File: src/ifeb_regs.svh
// Register map, field masks and reset values of the flag and enable bank.
`ifndef IFEB_REGS_SVH
`define IFEB_REGS_SVH
`define IFEB_OFF_FLAGS5 8'h00
`define IFEB_OFF_FLAGS6 8'h04
`define IFEB_OFF_FLAGS7 8'h08
`define IFEB_OFF_FLAGS8 8'h0c
`define IFEB_OFF_EN0 8'h10
`define IFEB_OFF_ISTAT 8'h14
`define IFEB_OFF_IMASK 8'h18
`define IFEB_MASK_FLAGS5 16'hffce
`define IFEB_MASK_FLAGS6 16'h001f
`define IFEB_MASK_FLAGS7 16'hffc0
`define IFEB_MASK_FLAGS8 16'h7fdf
`define IFEB_MASK_EN0 16'hffff
`define IFEB_BIT_USB 6
`define IFEB_BIT_UART3_RX 2
`define IFEB_BIT_UART3_ERR 1
`define IFEB_BIT_DEBUGGER 14
`define IFEB_RESET16 16'h0000
`define IFEB_RESET32 32'h0000_0000
`endif

File: src/ifeb_pkg.sv
// Types shared by the flag and enable bank.
package ifeb_pkg;
  typedef logic [3:0][15:0] ifeb_banks_t;
  typedef struct packed {
    ifeb_banks_t flags;
    logic [15:0] en;
    logic [3:0] istat;
    logic [3:0] imask;
    logic [31:0] rdata;
  } ifeb_state_t;
endpackage

File: src/ifeb_bank.sv
// Interrupt flag banks 5 to 8 and enable bank 0 behind an APB slave.
//
// Implementation choices: register access over APB and the address map.
`timescale 1ns/1ps
`include "ifeb_regs.svh"
module ifeb_bank #(
  parameter bit HAS_USB = 1'b1,
  parameter int ADDR_W = 8
) (
  // Clock and reset.
  input wire logic pclk,
  input wire logic presetn,
  // APB slave.
  input wire logic psel,
  input wire logic penable,
  input wire logic pwrite,
  input wire logic [ADDR_W-1:0] paddr,
  input wire logic [31:0] pwdata,
  output logic [31:0] prdata,
  output logic pready,
  output logic pslverr,
  // Peripheral event pulses, one word per flag bank 5 to 8.
  input wire ifeb_pkg::ifeb_banks_t src_events,
  // Enables of banks 5 to 8 and flags of bank 0, held elsewhere.
  input wire ifeb_pkg::ifeb_banks_t enables_in,
  input wire logic [15:0] flags0_in,
  // Requests toward priority arbitration.
  output ifeb_pkg::ifeb_banks_t req_fwd,
  output logic [15:0] req_fwd0,
  // Summary interrupt.
  output logic irq
);

  initial begin
    if (ADDR_W < 5 || ADDR_W > 32) begin
      $error("ADDR_W must lie between 5 and 32.");
    end
  end

  ifeb_pkg::ifeb_state_t st;
  ifeb_pkg::ifeb_state_t next_st;

  // Returns the word index 0 to 6, or 7 for an unmapped address.
  function automatic logic [2:0] decode(input logic [ADDR_W-1:0] a);
    logic [7:0] lo;
    lo = 8'(a);
    if (a[1:0] != 2'b00 || (a >> 8) != '0 || lo > `IFEB_OFF_IMASK) begin
      return 3'd7;
    end
    return lo[4:2];
  endfunction

  function automatic logic [15:0] impl_mask(input int b);
    case (b)
      0: return HAS_USB ? `IFEB_MASK_FLAGS5 :
          (`IFEB_MASK_FLAGS5 & ~(16'h0001 << `IFEB_BIT_USB));
      1: return `IFEB_MASK_FLAGS6;
      2: return `IFEB_MASK_FLAGS7;
      3: return `IFEB_MASK_FLAGS8;
      default: return `IFEB_RESET16;
    endcase
  endfunction

  logic [2:0] idx;
  logic bus_wr;
  logic bus_rd;
  logic [3:0] ev_any;

  assign idx = decode(paddr);
  assign bus_wr = psel && penable && pwrite && idx != 3'd7;
  assign bus_rd = psel && !penable && !pwrite;

  always_comb begin
    next_st = st;
    for (int b = 0; b < 4; b++) begin
      // A bus write and an event in one cycle: the event is kept.
      if (bus_wr && idx == 3'(b)) begin
        next_st.flags[b] = pwdata[15:0] | src_events[b];
      end else begin
        next_st.flags[b] = st.flags[b] | src_events[b];
      end
      next_st.flags[b] = next_st.flags[b] & impl_mask(b);
      ev_any[b] = |(src_events[b] & impl_mask(b));
    end
    if (bus_wr && idx == 3'd4) begin
      next_st.en = pwdata[15:0] & `IFEB_MASK_EN0;
    end
    if (bus_wr && idx == 3'd5) begin
      next_st.istat = st.istat & ~pwdata[3:0];
    end
    next_st.istat = next_st.istat | ev_any;
    if (bus_wr && idx == 3'd6) begin
      next_st.imask = pwdata[3:0];
    end
    if (bus_rd) begin
      case (idx)
        3'd0, 3'd1, 3'd2, 3'd3:
          next_st.rdata = {16'h0000, st.flags[idx[1:0]]};
        3'd4: next_st.rdata = {16'h0000, st.en};
        3'd5: next_st.rdata = {28'h000_0000, st.istat};
        3'd6: next_st.rdata = {28'h000_0000, st.imask};
        default: next_st.rdata = `IFEB_RESET32;
      endcase
    end
  end

  always_ff @(posedge pclk or negedge presetn) begin
    if (!presetn) begin
      st <= '0;
    end else begin
      st <= next_st;
    end
  end

  always_comb begin
    for (int b = 0; b < 4; b++) begin
      req_fwd[b] = st.flags[b] & enables_in[b];
    end
  end

  assign req_fwd0 = flags0_in & st.en;
  assign prdata = st.rdata;
  assign pready = 1'b1;
  assign pslverr = psel && penable && idx == 3'd7;
  assign irq = |(st.istat & st.imask);
endmodule // ifeb_bank

File: config.mk
export PLATFORM = sky130hd
export DESIGN_NAME = ifeb_bank
export DESIGN_NICKNAME = d
export VERILOG_FILES = /design/src/ifeb_pkg.sv /design/src/ifeb_bank.sv
export VERILOG_INCLUDE_DIRS = /design/src
export SDC_FILE = /design/constraint.sdc
export NUM_CORES = 1
export LEC_CHECK = 0
export ABC_AREA = 1
export BUFFER_PORTS_ARGS = -buffer_cell sky130_fd_sc_hd__buf_2
export CAP_MARGIN = 20
export CORE_MARGIN = 1.5
export CORE_UTILIZATION = 30
export DETAILED_ROUTE_END_ITERATION = 16
export PLACE_DENSITY = 0.63
export SLEW_MARGIN = 0
export SYNTH_ARGS = -nofsm -noshare
export SYNTH_HDL_FRONTEND = slang
export SYNTH_SLANG_ARGS = --single-unit
File: constraint.sdc
create_clock -name pclk -period 1.64 [get_ports pclk]
set_input_delay 0.164 -clock pclk [delete_from_list [all_inputs] [get_ports pclk]]
set_output_delay 0.164 -clock pclk [all_outputs]
set_load 0.01 [all_outputs]
Word level (Yosys, flattened, before mapping)

Index checks and enable logic that the tools add are counted.
Widths: inputs -> output; s select.

Register bits after elaboration: 98
Input bits: 189
Output and inout bits: 115
Logic and storage cells: 70

Magnitude comparators: 2
Eq/ne operators: 8
Muxes and demuxes: 11
Bitwise gates (word level): 17
Reduce and logical (&&, ||, !) cells: 24

Operators with widths:

| operator           | number |
|---|---|
| $or 16x16->16      | 4 |
| $pmux 16 s4        | 1 |
| $and 16x16->16     | 3 |
| $mux 16            | 3 |
| $bmux 16 s2        | 1 |
| $or 15x15->15      | 2 |
| $and 15x16->16     | 1 |
| $and 5x16->16      | 1 |
| $mux 15            | 1 |
| $reduce_or 14->1   | 1 |
| $logic_and 1x1->1  | 13 |
| $reduce_or 13->1   | 1 |
| $eq 3x3->1 const B | 4 |
| $or 5x5->5         | 2 |
| $reduce_or 10->1   | 1 |
| $and 4x4->4        | 2 |
| $gt 8x5->1 const B | 1 |
| $reduce_or 4->1    | 2 |
| $eq 3x2->1 const B | 2 |
| $mux 3             | 2 |
| $mux 5             | 1 |
| $reduce_or 5->1    | 1 |
| $mux 4             | 1 |
| $not 4->4          | 1 |
| 9 further kinds    | 10 |

Longest topological paths before layout

Gate-level depths: netlist (run 1).

Word-level depth: 9
Mapped depth: 12
Gate-level depth less buffers: 11

Least setup slack after synthesis (run 1)

OpenSTA, ideal clock, no wires.

Path type: input -> register
Start: input paddr[3]
End: register st[100] in the netlist's numbering
Setup time: 0.124 ns
Arrival time: 1.255 ns
Required time: 1.516 ns
Setup slack: 0.262 ns
Stages on the path: 10
Buffers on the path: 2
Cell sequence: buf_2 -> nand3_1 -> nand2_2 -> nor2_8 -> nand2_4 -> nor2_8 -> nand3_2 -> buf_4 -> a21oi_1 -> o21ai_1

RTL lines:

| element              | line             | RTL |
|---|---|---|
| start, declared      | ifeb_bank.sv:17  | `input wire logic [ADDR_W-1:0] paddr,` |
| end signal, assigned | ifeb_bank.sv:111 | `st <= next_st;` |
| end, declared        | ifeb_bank.sv:40  | `ifeb_pkg::ifeb_state_t st;` |

Worst setup path in the final report (run 1)

Start: register st[35] in the netlist's numbering
End: output irq

Word-level cells in the longest chain between the ends: 2

Ends and longest elaborated chain:

| element         | line             | RTL |
|---|---|---|
| $and 4x4->4     | ifeb_bank.sv:125 | `assign irq = \|(st.istat & st.imask);` |
| $reduce_or 4->1 | ifeb_bank.sv:125 |  |
| end, declared   | ifeb_bank.sv:31  | `output logic irq` |

Every way passes these cells.

==> impl_metrics.toml, run 1 <==
[status]
outcome = "complete, no violations"

[clocking]
clock_path_buffers = 2
cts_buffers = 9
cts_tree = "built"
cts_root_buffer = "clkbuf_16"
clk_latency_ps = 340
clkTransAtPathRegs_ps = 70
postCtsHoldBufs = 1
ctsHtreeMaxLevel = 3
postCtsSetupBuffers = 0
cts_resized = 0
cts_sinks = 82

[sta]
hold_violations = 0
timing.fmax_mhz = 707
hold_ws_ps = 39.0
rsz0062_at_grt = "false"
finClkSkew_ps = 7.68
setup_viol_count_final = 0
fin_setup_tns_ps = 0
finalCritPeriodShare_pct = 86.3
finalCriticalPeriod_ps = 1410
slew_viol_final = 0

[critical_path]
endpoint_kind = "output pin"
crit_path_cell_trace = "inv_1 -> o21ai_0 -> a21oi_1 -> o21ai_0 -> buf_2"
arrival_ps = 1250
max_stage_delay_ps = 370
cp_num_buf_inv = 2
critPathMostFrequentCell = "o21ai_0"
cp.required_ps = 1480
path_delay_family = "flip-flops"
rrSetupSlack_ps = 620
crit_slowest_cell = "dfrtp_1"
crit_path_start_kind = "flop"
cp_max_fo = 2
critPathKind = "flop to output pin"

[power]
ir_worst_vdd_mv = 0.453
p_leak_uw = 0.00363
seqPwrFrac_pct = 45.2
power_report.internal_total_uw = 3290
p_switching_uw = 1210
power_frac_comb_pct = 12.2
clkPwrFrac_pct = 42.6
power_density_mw_per_mm2 = 718
swShare_pct = 26.9

[placed_design]
portBuffers = 204
dp_hpwl_um = 12100
gp_congestion = 0.904
dp.cells = 1079

[route]
drt_iter0_markers = 260
ant_nets = 0
drt-pass1-iter-count = 5
wl_um = 14700
num_vias = 4749
vias_per_cell = 4.33
routedWlPerCell_um = 13.4
drcViolationCount = 0

[grt]
grt_overflow_total = 0
antenna_found_initial = 1
grt_usage_pct = 17.4
grt_pass1_vias = 4231
grt_pass1_wl_um = 22600
grt_max_degree = 37

[synthesis]
synth_area_sq_mm = 0.00489
syn_area_per_cell_sq_um = 7.20
synth_warnings = 0
synth-seq-cells = 82
syn_inst = 679
synth_cell_types = 27
synth-seq-area-share_pct = 42.0

[final_layout]
instances_no_fill = 1097
syn_to_final_growth_pct = 28.2
layout_commonest_cell = "nand2_1"
layout_common_cells = "nand2_1 (210), buf_2 (203), inv_1 (96)"
nNetsFinal = 1064
drive_gt1_share_pct = 28.7

[hold_path]
min-delay-path-class = "input port to flop"

[floorplan]
dieWidth_um = 131
io_pins = 304
fp.dieArea_sq_mm = 0.0171
fp.coreArea_sq_mm = 0.0159
initial_core_util_pct = 30.8
die_y_um = 131
rows = 46

[run]
cap_violations = 0
final timing paths:
check / to / from / depth (start not counted)
worst max-delay path: irq / st[35] / 5
worst min-delay path: st[112] / src_events[56] / 3
worst max register to register: prdata[3] / st[35] / 7
worst min register to register: prdata[13] / prdata[13] / 2
max in group asynchronous: st[63] / presetn / 3
min in group asynchronous: st[75] / presetn / 2
state kept, by name, summed over array words and instances, names as in the netlist:
| signal | cells |
|---|---|
| prdata | 16 |
| st | 66 |
worst reg2reg max path: stages, from the launching register on:
cell,delay (ps)
dfrtp_1,370
inv_1,80
nor2_1,50
o21bai_1,140
nor2_1,100
nand2_1,70
nand2_1,60
nand2_1,40
layer usage:
layer | GRT usage (%) | share of wire [%]
met2 | 26.3 | 44
met5 | 0 | 0.061
met4 | 5.37 | 1.1
met3 | 2.48 | 6.8
met1 | 25.8 | 48
layout make-up:
cell class / count / area, sq um
fillers: 1704 / 9620
diodes: 1 / 2.50
flip-flops and latches: 82 / 2050
inverters: 98 / 368
repair buffers: 225 / 1220
clock buffers: 10 / 229
clock inverters: 6 / 47.5
well taps: 216 / 270
multi-input cells: 459 / 2070
Yosys cell counts (all sizes together):
| master | number | share of area (%) |
|---|---|---|
| nand4 | 28 | 3.6 |
| clkinv | 1 | 0.077 |
| o211ai | 3 | 0.46 |
| o21ai | 63 | 6.5 |
| clkbuf | 5 | 0.38 |
| inv | 97 | 7.5 |
| nand3 | 28 | 3.1 |
| o21bai | 2 | 0.31 |
| nor2 | 33 | 3.3 |
| nor4 | 4 | 0.51 |
| dfrtp | 82 | 42 |
| a21oi | 38 | 3.9 |
| nand2 | 216 | 17 |
| buf | 72 | 11 |
| nor3 | 5 | 0.61 |
| conb | 2 | 0.15 |
kinds of logic after synthesis:
| family | after synthesis | synth area share [%] |
|---|---|---|
| AO/OA/AOI/OAI | 106 | 11.1 |
| buffers and inverters | 175 | 18.4 |
| flip-flops | 82 | 42.0 |
| other | 2 | 0.154 |
| AND/OR/NAND/NOR | 314 | 28.3 |
power groups by stage:
stage	Clock, uW	Sequential (uW)	Combinational, uW
floorplan	0	2070	292
global placement	0	2070	547
detailed placement	0	2070	552
CTS	1940	2030	556
finish	1920	2030	549
global route	2040	2030	625
per-stage QoR:
| step | util, % | power (uW) | instance area [sq um] | setup WS (ps) |
|---|---|---|---|---|
| 2_1_floorplan | - | 2360 | 5020 | 262 |
| 3_3_place_gp | 37.6 | 2620 | 5970 | 20.2 |
| 3_5_place_dp | 37.6 | 2620 | 5970 | -5.12 |
| 4_1_cts | 39.4 | 4530 | 6260 | 210 |
| 5_1_grt | 39.4 | 4700 | 6260 | 115 |
| 6_report | 39.4 | 4500 | 6260 | 225 |
(Power assumes the default switching activity.)
==> run 2: changes to the inputs <==
--- a/config.mk
+++ b/config.mk
@@ -6,7 +6,6 @@
 export SDC_FILE = /design/constraint.sdc
 export NUM_CORES = 1
 export LEC_CHECK = 0
-export ABC_AREA = 1
 export BUFFER_PORTS_ARGS = -buffer_cell sky130_fd_sc_hd__buf_2
 export CAP_MARGIN = 20
 export CORE_MARGIN = 1.5
==> run 2 against run 1 <==
  * Clock skew decreased by 3.5 ps
  * Setup slack got worse by 200 ps
  * Critical path depth increased by 1
  * Sequential share of layout area decreased by 0.54 points
  * Sequential cell count unchanged
  * Worst hold slack got worse by 13 ps
  * Clock-buffer cell count unchanged
  * Via count decreased by 10%
  * Final cell count decreased by 16%
  * Synthesized cell count decreased by 28%
  * Critical path type is now input port to flop
==> impl_metrics.toml, run 2 <==
[final_layout]
seq_area_sq_mm = 0.00205
largest_reg_flops = 66
layout_common_cells = "buf_2 (203), dfrtp_1 (82), and2_1 (58)"
n_fill_cell = 1598
nNetsFinal = 884
syn_to_final_growth_pct = 32.2
drive_gt1_share_pct = 41.9
layout_commonest_cell = "buf_2"
regMostFlops = "st"
multi_input_area_sq_mm = 0.00237
postLayoutCoreUtil_pct = 40.4
antenna_cells = 0

[clocking]
clkTransAtPathRegs_ps = 60
ctsHtreeMaxLevel = 3
cts_root_buffer = "clkbuf_16"
cts_tree = "built"
clock_path_buffers = 2
clk_latency_ps = 340
cts_sinks = 82
cts_buffers = 9

[floorplan]
initial_core_util_pct = 30.5
io_pins = 304
rows = 46
fp.coreArea_sq_mm = 0.0158
fp.dieArea_sq_mm = 0.0168
die_y_um = 130
dieWidth_um = 130

[critical_path]
max_stage_delay_ps = 540
cp.required_ps = 1870
crit_path_start_kind = "input port"
crit_slowest_cell = "or4_4"
endpoint_kind = "flop"
cp-startpoint = "paddr[6]"
path_delay_family = "simple AND/OR/NAND/NOR gates"
crit_path_cell_trace = "buf_2 -> or4_4 -> or2_4 -> nor3b_4 -> buf_12 -> mux2_2"
rrSetupSlack_ps = 460
worstReg2RegStart = "st[104]"
cp_num_buf_inv = 2
cp_max_fo = 11
critPathCapture = "st[55]"
worst-path-stages = 6
arrival_ps = 1850
reg2reg_depth = 4
critPathKind = "input port to flop"
rr_endpoint = "prdata[0]"

[sta]
finalCritPeriodShare_pct = 98.7
rsz0062_at_grt = "true"
hold_violations = 0
finalCriticalPeriod_ps = 1620
finClkSkew_ps = 4.23
fin_setup_tns_ps = 0
slew_headroom_pct = 55.3
hold_ws_ps = 25.9
worst_pin_slew_ps = 668
setup_viol_count_final = 0
timing.fmax_mhz = 618
slew_viol_final = 0

[synthesis]
synth_warnings = 0
synth_cell_types = 46
synth_top_area_share_pct = 42.6
synth-seq-area-share_pct = 42.6
syn_inst = 486
synth_ff_type = "dfrtp_1"
synth-seq-cells = 82
post-synth-top-area-cell = "dfrtp_1"
synth_edf_count = 0
synthArstFlopShare_pct = 100
synthTopCellsByArea = "dfrtp_1 (43%), buf_4 (8.9%), and2_1 (7.5%)"
syn_area_per_cell_sq_um = 9.91
synth_common_cells = "dfrtp_1 (82), and2_1 (58), buf_4 (57)"
yosysMostFrequentCell = "dfrtp_1"
synth_area_sq_mm = 0.00482

[run]
cap_violations = 0

[route]
drcViolationCount = 0
drt-pass1-iter-count = 4
routedWlPerCell_um = 16.9
drt_iter0_markers = 201
ant_nets = 0
vias_per_cell = 4.65
num_vias = 4261
wl_um = 15500

[power]
ir_worst_vdd_mv = 0.420
seqPwrFrac_pct = 41.7
clkPwrFrac_pct = 45.3
p_leak_uw = 0.00302
p_switching_uw = 1210
swShare_pct = 24.7
power_report.internal_total_uw = 3690
power_frac_comb_pct = 13.0
power_density_mw_per_mm2 = 770

[grt]
grt_max_degree = 83
grt_pass1_vias = 4015
antenna_found_initial = 1
grt_pass1_wl_um = 23100
grt_overflow_total = 0
grt_usage_pct = 18.4

[status]
outcome = "complete, no violations"

[placed_design]
dp_hpwl_um = 12100
gp_congestion = 0.826
portBuffers = 204

[hold_path]
min-delay-path-class = "input port to flop"
[run 2: cell count changes in the layout (fill, tap and decap cells not counted), sizes merged, moves of 16 or more]
cell,change
a211o,+26
a21oi,-19
and2,+58
inv,-92
mux2,+33
nand2,-186
nand3,-22
nand4,-25
nor2b,+16
o21ai,-38
[run 2: worst reg2reg max path, cell delays in order, from the launching register on]
cell     delay, ps
dfrtp_1        400
mux2i_1        230
o22ai_1        140
a41oi_1        190
o21ai_0        100
[run 2: power by group through the flow]
stage	combinational (uW)	clock, uW	sequential (uW)
after floorplan	334	0	2080
after global placement	632	0	2080
after detailed placement	634	0	2080
after CTS	639	2270	2050
after global routing	706	2360	2050
final	635	2220	2050
[run 2: area by class of cell]
class                           instances  area share (%)
Inverter                                9           0.531
Sequential cell                        82            32.2
Timing Repair Buffer                  235            20.6
Clock inverter                          6            1.41
Clock buffer                           10            3.75
Tap cell                              216            4.24
Multi-Input combinational cell        358            37.2
[run 2: how the worst min path moves through the flow]
stage                         startpoint         to  slack, ps  cells after the start
after floorplan                  presetn  prdata[0]       -130                      0
after global placement           presetn  prdata[1]        240                      2
after detailed placement         presetn  prdata[4]        230                      2
after CTS                 src_events[47]    st[103]         20                      2
after global routing      src_events[47]    st[103]         30                      2
final                     src_events[46]    st[102]         30                      2
[run 2: routing by layer]
metal,vias up,global-route usage [%],wire length (um)
li1,2039,-,-
met4,2,5.29,224
met2,174,27.2,6830
met3,19,3.24,984
met1,2027,27.4,7400
met5,-,0,13
[run 2: cell families after synthesis]
| family | share of synthesized area [%] |
|---|---|
| buffers and inverters | 11.3 |
| AO/OA/AOI/OAI | 13.7 |
| multiplexers | 10.4 |
| flip-flops | 42.6 |
| other | 0.156 |
| AND/OR/NAND/NOR | 21.8 |
[run 2: repair_timing]
item,4_1_cts,5_1_grt
hold buffers,1,0
setup buffers,0,0
resized for setup,1,1
setup endpoints to repair,10,2
endpoints found under the hold margin,82,0
gates cloned,0,0
[run 2: through the flow]
stage	instances	instance area [sq um]	total power (uW)	setup WS (ps)
6_report	916	6370	4900	21.9
5_1_grt	916	6370	5110	-5.66
4_1_cts	916	6360	4960	42.4
3_5_place_dp	899	6020	2720	-373
3_3_place_gp	899	6020	2720	-340
2_1_floorplan	523	4980	2410	-394
